## src/include/gpp_pkg.sv

```systemverilog
// Package for the general purpose I/O port with three modulated outputs.
// Assumes a single 25 MHz system clock derived from the external oscillator.
package gpp_pkg;
  localparam int          GPP_PINS        = 8;
  localparam int          GPP_PWM_CH      = 3;
  localparam int          GPP_DIV_W       = 16;
  localparam int          GPP_PCT_W       = 7;
  localparam logic [6:0]  GPP_PCT_FULL    = 7'h64;
  localparam logic [6:0]  GPP_PCT_ZERO    = 7'h00;
  localparam logic [15:0] GPP_DIV_RESET   = 16'h0063;
  localparam logic [6:0]  GPP_STEP_LAST   = 7'h63;
  localparam int          GPP_PWM_PIN0    = 0;
  localparam int          GPP_CLK_MHZ     = 25;

  // Pin function selection: general purpose, modulated output or claimed by another block.
  typedef enum logic [1:0] {GPP_FN_GPIO, GPP_FN_PWM, GPP_FN_ALT} gpp_fn_t;

  // Shared modulation settings applied together at a period boundary.
  typedef struct packed {
    logic [GPP_DIV_W-1:0]                  div;
    logic [GPP_PWM_CH-1:0][GPP_PCT_W-1:0] duty;
  } gpp_pwm_cfg_t;

  // Pad drive for one pin.
  typedef struct packed {
    logic out;
    logic oe;
    logic pu;
  } gpp_pad_t;
endpackage

```

## src/gpp_pwm.sv

```systemverilog
// Three channel modulator with a shared period and per channel duty in percent.
// Assumes settings are held stable by the caller; they are latched at period boundaries.
`timescale 1ns/100ps
module gpp_pwm
  import gpp_pkg::*;
(
  input  wire logic                  clock,
  input  wire logic                  sys_rst,
  input  wire logic                  run,
  input  wire gpp_pwm_cfg_t          cfg,
  output logic [GPP_PWM_CH-1:0]      pwm_out
);
  gpp_pwm_cfg_t         act_reg;
  logic [GPP_DIV_W-1:0] pre_reg;
  logic [GPP_PCT_W-1:0] step_reg;
  logic                 pre_wrap;
  logic                 period_end;

  ////////////////////////////////////////////////////////////////////////////
  // Each period is one hundred steps; each step lasts div plus one clocks.
  assign pre_wrap   = (pre_reg >= act_reg.div);
  assign period_end = pre_wrap && (step_reg == GPP_STEP_LAST);

  always_ff @(posedge clock or posedge sys_rst)
  begin
    if (sys_rst)
    begin
      pre_reg  <= '0;
      step_reg <= '0;
      act_reg  <= '{div: GPP_DIV_RESET, duty: '0};
    end
    else if (!run)
    begin
      pre_reg  <= '0;
      step_reg <= '0;
      act_reg  <= cfg;
    end
    else if (pre_wrap)
    begin
      pre_reg  <= '0;
      step_reg <= period_end ? '0 : step_reg + 7'h01;
      if (period_end)
        act_reg <= cfg;
    end
    else
      pre_reg <= pre_reg + 16'h0001;
  end

  ////////////////////////////////////////////////////////////////////////////
  // High while the step index is below the duty; 100 holds high, 0 holds low.
  always_ff @(posedge clock or posedge sys_rst)
  begin
    if (sys_rst)
      pwm_out <= '0;
    else
      for (int i = 0; i < GPP_PWM_CH; i++)
        pwm_out[i] <= run && (act_reg.duty[i] >= GPP_PCT_FULL || step_reg < act_reg.duty[i]);
  end

  a_full_duty_high : assert property (@(posedge clock) disable iff (sys_rst)
    (run && act_reg.duty[0] >= GPP_PCT_FULL) |=> pwm_out[0])
    else $error("Full duty channel went low.");

  a_zero_duty_low : assert property (@(posedge clock) disable iff (sys_rst)
    (act_reg.duty[1] == GPP_PCT_ZERO) |=> !pwm_out[1])
    else $error("Zero duty channel went high.");

  a_cfg_held_mid : assert property (@(posedge clock) disable iff (sys_rst)
    (run && $past(run) && !$past(period_end)) |-> $stable(act_reg))
    else $error("Settings changed inside a period.");

endmodule // gpp_pwm

```

## src/gpp_port.sv

```systemverilog
// Top of the general purpose I/O port: direction, function select, inputs and modulated outputs.
// Assumes pads resolve out/oe/pu externally; pins arrive asynchronously.
`timescale 1ns/100ps
module gpp_port
  import gpp_pkg::*;
#(
  parameter int PINS = GPP_PINS
)
(
  input  wire logic                  clock,
  input  wire logic                  sys_rst,
  input  wire logic                  prog_run,
  input  wire logic [PINS-1:0]       pin_in,
  input  wire logic [PINS-1:0]       dir_out,
  input  wire logic [PINS-1:0]       out_val,
  input  wire logic [PINS-1:0]       alt_claim,
  input  wire logic [GPP_PWM_CH-1:0] pwm_sel,
  input  wire gpp_pwm_cfg_t          pwm_cfg,
  output logic [PINS-1:0]            in_val,
  output logic [PINS-1:0]            pad_out,
  output logic [PINS-1:0]            pad_oe,
  output logic [PINS-1:0]            pad_pu
);
// Behaviour
// - Input reads true when the pin is low.
// - Output pin high when program sets it true, low otherwise.
// - Before program start every pin pulls up with driver off.
// - No debounce or filtering on inputs.
// - Each pin has its own direction unless claimed elsewhere.
// - One function per pin; alternate claim disables general control.
// - Three modulated channels, 0 to 2, on dedicated pins.
// - Channels share one period, each keeps its own duty.
// - Frequency may change while running, without reset.
// - Duty in percent; one hundred percent holds output on.
// - Modulated pins idle and pulled up before program start.
// - Modulated pin is either modulated output or ordinary pin; in the code alt_claim can also take pins 0 to 2 as alternate.
// - All timing comes from the one oscillator clock.

  logic [PINS-1:0]       sync1_reg;
  logic [PINS-1:0]       sync2_reg;
  logic                  run_s1_reg;
  logic                  run_reg;
  logic [GPP_PWM_CH-1:0] pwm_wave;
  gpp_fn_t               fn     [PINS];
  gpp_pad_t              pad_next [PINS];

  ////////////////////////////////////////////////////////////////////////////
  // Pin inputs and program start pass two flip-flops.
  always_ff @(posedge clock or posedge sys_rst)
  begin
    if (sys_rst)
    begin
      sync1_reg  <= '1;
      sync2_reg  <= '1;
      run_s1_reg <= 1'b0;
      run_reg    <= 1'b0;
    end
    else
    begin
      sync1_reg  <= pin_in;
      sync2_reg  <= sync1_reg;
      run_s1_reg <= prog_run;
      run_reg    <= run_s1_reg;
    end
  end

  gpp_pwm u_pwm (
    .clock   (clock),
    .sys_rst (sys_rst),
    .run     (run_reg),
    .cfg     (pwm_cfg),
    .pwm_out (pwm_wave)
  );

  ////////////////////////////////////////////////////////////////////////////
  // Function select and pad drive per pin.
  for (genvar p = 0; p < PINS; p++)
  begin : g_pin
    localparam int CH = p - GPP_PWM_PIN0;
    localparam bit IS_PWM = (p >= GPP_PWM_PIN0) && (p < GPP_PWM_PIN0 + GPP_PWM_CH);
    assign fn[p] = alt_claim[p] ? GPP_FN_ALT :
                   (IS_PWM && pwm_sel[IS_PWM ? CH : 0]) ? GPP_FN_PWM : GPP_FN_GPIO;
    always_comb
    begin
      pad_next[p] = '{out: 1'b0, oe: 1'b0, pu: 1'b1};
      if (run_reg)
        case (fn[p])
          GPP_FN_GPIO: pad_next[p] = '{out: out_val[p], oe: dir_out[p], pu: !dir_out[p]};
          GPP_FN_PWM:  pad_next[p] = '{out: pwm_wave[IS_PWM ? CH : 0], oe: 1'b1, pu: 1'b0};
          GPP_FN_ALT:  pad_next[p] = '{out: 1'b0, oe: 1'b0, pu: 1'b0};
          default:     pad_next[p] = '{out: 1'b0, oe: 1'b0, pu: 1'b1};
        endcase
    end
  end

  always_ff @(posedge clock or posedge sys_rst)
  begin
    if (sys_rst)
    begin
      in_val  <= '0;
      pad_out <= '0;
      pad_oe  <= '0;
      pad_pu  <= '1;
    end
    else
      for (int p = 0; p < PINS; p++)
      begin
        in_val[p]  <= !sync2_reg[p] && fn[p] == GPP_FN_GPIO && !dir_out[p];
        pad_out[p] <= pad_next[p].out;
        pad_oe[p]  <= pad_next[p].oe;
        pad_pu[p]  <= pad_next[p].pu;
      end
  end

  a_idle_pullup : assert property (@(posedge clock) disable iff (sys_rst)
    !run_reg |=> (pad_oe == '0 && pad_pu == '1))
    else $error("Pin driven or not pulled up before start.");

  a_out_follows : assert property (@(posedge clock) disable iff (sys_rst)
    (run_reg && fn[1] == GPP_FN_GPIO && dir_out[1]) |=> (pad_oe[1] && pad_out[1] == $past(out_val[1])))
    else $error("Output pin does not follow its value.");

  a_in_low_true : assert property (@(posedge clock) disable iff (sys_rst)
    (fn[2] == GPP_FN_GPIO && !dir_out[2] && !sync2_reg[2]) |=> in_val[2])
    else $error("Low input not reported true.");

  a_alt_released : assert property (@(posedge clock) disable iff (sys_rst)
    alt_claim[3] |=> (!pad_oe[3] && !in_val[3]))
    else $error("Claimed pin still under general control.");

  a_pwm_drive : assert property (@(posedge clock) disable iff (sys_rst)
    (run_reg && fn[0] == GPP_FN_PWM) |=> (pad_oe[0] && pad_out[0] == $past(pwm_wave[0])))
    else $error("Modulated pin not driven by its channel.");

endmodule // gpp_port

```

## config.mk

```make
export PLATFORM = sky130hd
export DESIGN_NAME = gpp_port
export DESIGN_NICKNAME = d
export VERILOG_FILES = /design/src/include/gpp_pkg.sv /design/src/gpp_pwm.sv /design/src/gpp_port.sv
export SDC_FILE = /design/constraint.sdc
export NUM_CORES = 1
export LEC_CHECK = 0
export BUFFER_PORTS_ARGS = -buffer_cell sky130_fd_sc_hd__buf_4
export CORE_MARGIN = 2
export CORE_UTILIZATION = 55
export DETAILED_ROUTE_END_ITERATION = 6
export PLACE_DENSITY = 0.8
export SLEW_MARGIN = 25
export SYNTH_ARGS = -nofsm -noshare
export SYNTH_HDL_FRONTEND = slang
export SYNTH_SLANG_ARGS = --single-unit
```

## constraint.sdc

```tcl
create_clock -name clock -period 4.5 [get_ports clock]
set_input_delay 0.45 -clock clock [delete_from_list [all_inputs] [get_ports clock]]
set_output_delay 0.45 -clock clock [all_outputs]
set_load 0.02 [all_outputs]
```

==> results.yml <==
global_route:
  grt_pass1_vias: 3894
  antenna_found_initial: 0
  grt_pass1_wl_microns: 18400
  grt_max_degree: 81
  grt_overflow: 0
  grt_usage: 0.237
clock_tree:
  cts.sinks: 113
  clockRootBuffer: "clkbuf_8"
  clkTransAtPathRegs_ps: 60
  cts_buffer_depth: 2
  numCtsBuffers: 17
  cts_setup_buffers: 0
  clk_latency_ps: 510
  hold_buffers: 0
  htreeDepth: 4
  cts_tree: "yes"
  ctsResizeCount: 0
yosys:
  synth_area_leader_cell: "dfrtp_1"
  yosysUniqueCellTypes: 43
  synth_area_leaders: "dfrtp_1 (41%), dfstp_2 (14%), ha_1 (8.7%), mux2_4 (8.7%), nor2_1 (3.0%)"
  yosys_register_bits: 113
  async_flop_share: 1.00
  yosys_warnings: 0
  synth_edf_count: 0
  synth_ff_type: "dfrtp_1"
  synth_top_area_share: 0.411
  syn-mean-instance-area_sq_um: 12.3
  ys_seq_area_frac: 0.553
  synthesis.nets: 530
  syn-cell-area_sq_um: 5170
  synthesis.instances: 419
floorplan:
  dieHeight_microns: 101
  start_util: 0.563
  num_rows: 35
  core_area_sq_um: 9200
  die_w_microns: 101
  io_pins: 107
  die_area_sq_um: 10200
placement:
  place_hpwl_microns: 7550
  port_buffers: 106
  postPlaceCellArea_sq_um: 6080
  gp_congestion: 0.812
  place_ws_ps: 1530
power:
  peakVddDrop_v: 0.000294
  p_per_area_nw_per_um2: 420
  power_mw: 2.80
  p_int_mw: 2.09
  clkPwrFrac: 0.460
  p_comb_frac: 0.123
  switching_share: 0.251
  power.switching_uw: 703
  p_seq_frac: 0.416
  leakage_nw: 3.32
drt:
  drt-initial-drc-count: 164
  ant_nets: 0
  drt_wl_total_microns: 11000
  drcViolationCount: 0
  vias: 3619
  wl_per_cell_microns: 16.6
  vias_per_cell: 5.46
  first_pass_iters: 5
setup_path:
  r2r_slack_ps: 1510
  end_kind: "flop"
  arrival_ps: 3370
  worstPathMaxFanout: 18
  crit_path_start_kind: "flop"
  cp_data_required_time_ps: 4880
  path_class: "reg -> reg"
sta:
  finalSetupTns_ps: 0
  layout_min_cycle_time_ps: 2990
  finalClockSkew_ps: 8.67
  fin_hold_ws_ps: 47.4
  setup_slack_ps: 1510
  final_hold_viol_count: 0
  tightest_slew_ps: 820
  setup_viol: 0
  post-route-period-util: 0.663
  slew-limit-headroom: 0.453
  timing.fmax_mhz: 335
  drv_slew: 0
  grt_setup_unrepaired: "no"
status:
  outcome: "finished, final reports clean"
hold_path:
  min_path_type: "in -> reg"
layout:
  final_cell_mix: "buf_4 (110), dfrtp_1 (85), nor2_1 (41)"
  layout-drive-gt1-share: 0.386
  num-nets-final: 650
  synthToLayoutAreaGrowth_pct: 28.8
  finish.instance_area_sq_um: 6660
  num-fill-cells: 614
  largest_register_ffs: 37
  antenna_cells: 0
  final_common_cell: "buf_4"
run:
  maxCapViolCount: 0
[cells in the mapped netlist (all sizes together), types with 4 or more instances]
cell type and count:
nand3 13, inv 39, o21ai 15, nand4 6, xnor2 5, nand2 14
dfrtp 85, nor4 4, nor3b 11, mux2 37, dfstp 28, nor2 41
clkbuf 4, a21oi 13, mux2i 5, buf 5, o31ai 4, nor3 8
xor2 9, ha 36, nand2b 9
[worst max-delay path, cell delays in order, from the launching register on]
cell	delay, ps
dfrtp_1	420
inv_1	70
ha_1	290
nand2b_1	160
a2111oi_2	370
o41a_1	260
a21oi_4	120
o22ai_4	410
buf_4	380
mux2_2	380
[stage by stage]
step,cells,util
global route,663,0.724
floorplan,419,-
global placement,631,0.661
detailed placement,631,0.661
CTS,663,0.724
finish,663,0.724
[logic make-up (layout without fill, tap and decap cells)]
kind of cell | count (synthesis) | in the layout | synth area share
compound gates | 52 | 52 | 0.0733
flops | 113 | 113 | 0.553
fa+ha+maj | 36 | 36 | 0.0871
simple gates | 114 | 114 | 0.111
mux | 42 | 42 | 0.112
buf+inv | 48 | 181 | 0.0394
xor+xnor | 14 | 14 | 0.0237
[final timing paths]
check | startpoint | to | cells past startpoint
min in group asynchronous | sys_rst | pad_out[4]$_DFF_PP0_ | 2
max reg2reg | u_pwm.pre_reg[0]$_DFF_PP0_ | u_pwm.act_reg[15]$_DFFE_PP0P_ | 9
max | u_pwm.pre_reg[0]$_DFF_PP0_ | u_pwm.act_reg[15]$_DFFE_PP0P_ | 9
max in group asynchronous | sys_rst | pad_pu[0]$_DFF_PP1_ | 3
min reg2reg | sync1_reg[3]$_DFF_PP1_ | sync2_reg[3]$_DFF_PP1_ | 0
min | pin_in[0] | sync1_reg[0]$_DFF_PP1_ | 1
[power groups by stage]
stage / clock network, mW / logic, mW / registers (mW)
2_1_floorplan: 0 / 0.205 / 1.18
3_3_place_gp: 0 / 0.326 / 1.17
3_5_place_dp: 0 / 0.343 / 1.18
4_1_cts: 1.30 / 0.349 / 1.16
5_1_grt: 1.35 / 0.382 / 1.17
6_report: 1.29 / 0.344 / 1.16
[layout make-up]
type,count,area (sq um),share of cell area
clock buffers,18,418,0.0627
clock inverters,14,158,0.0237
inverters,39,151,0.0227
multi-input cells,258,2110,0.316
flip-flops and latches,113,2860,0.430
well taps,111,139,0.0208
repair buffers,110,826,0.124
[layer usage]
| metal | wire (microns) | up-vias | GRT usage |
|---|---|---|---|
| met3 | 519 | 19 | 0.0548 |
| met1 | 4410 | 1791 | 0.269 |
| met4 | 197 | 0 | 0.0977 |
| met2 | 5890 | 107 | 0.429 |
| li1 | - | 1702 | - |
| met5 | 0 | - | 0 |
(Power assumes the default switching activity.)
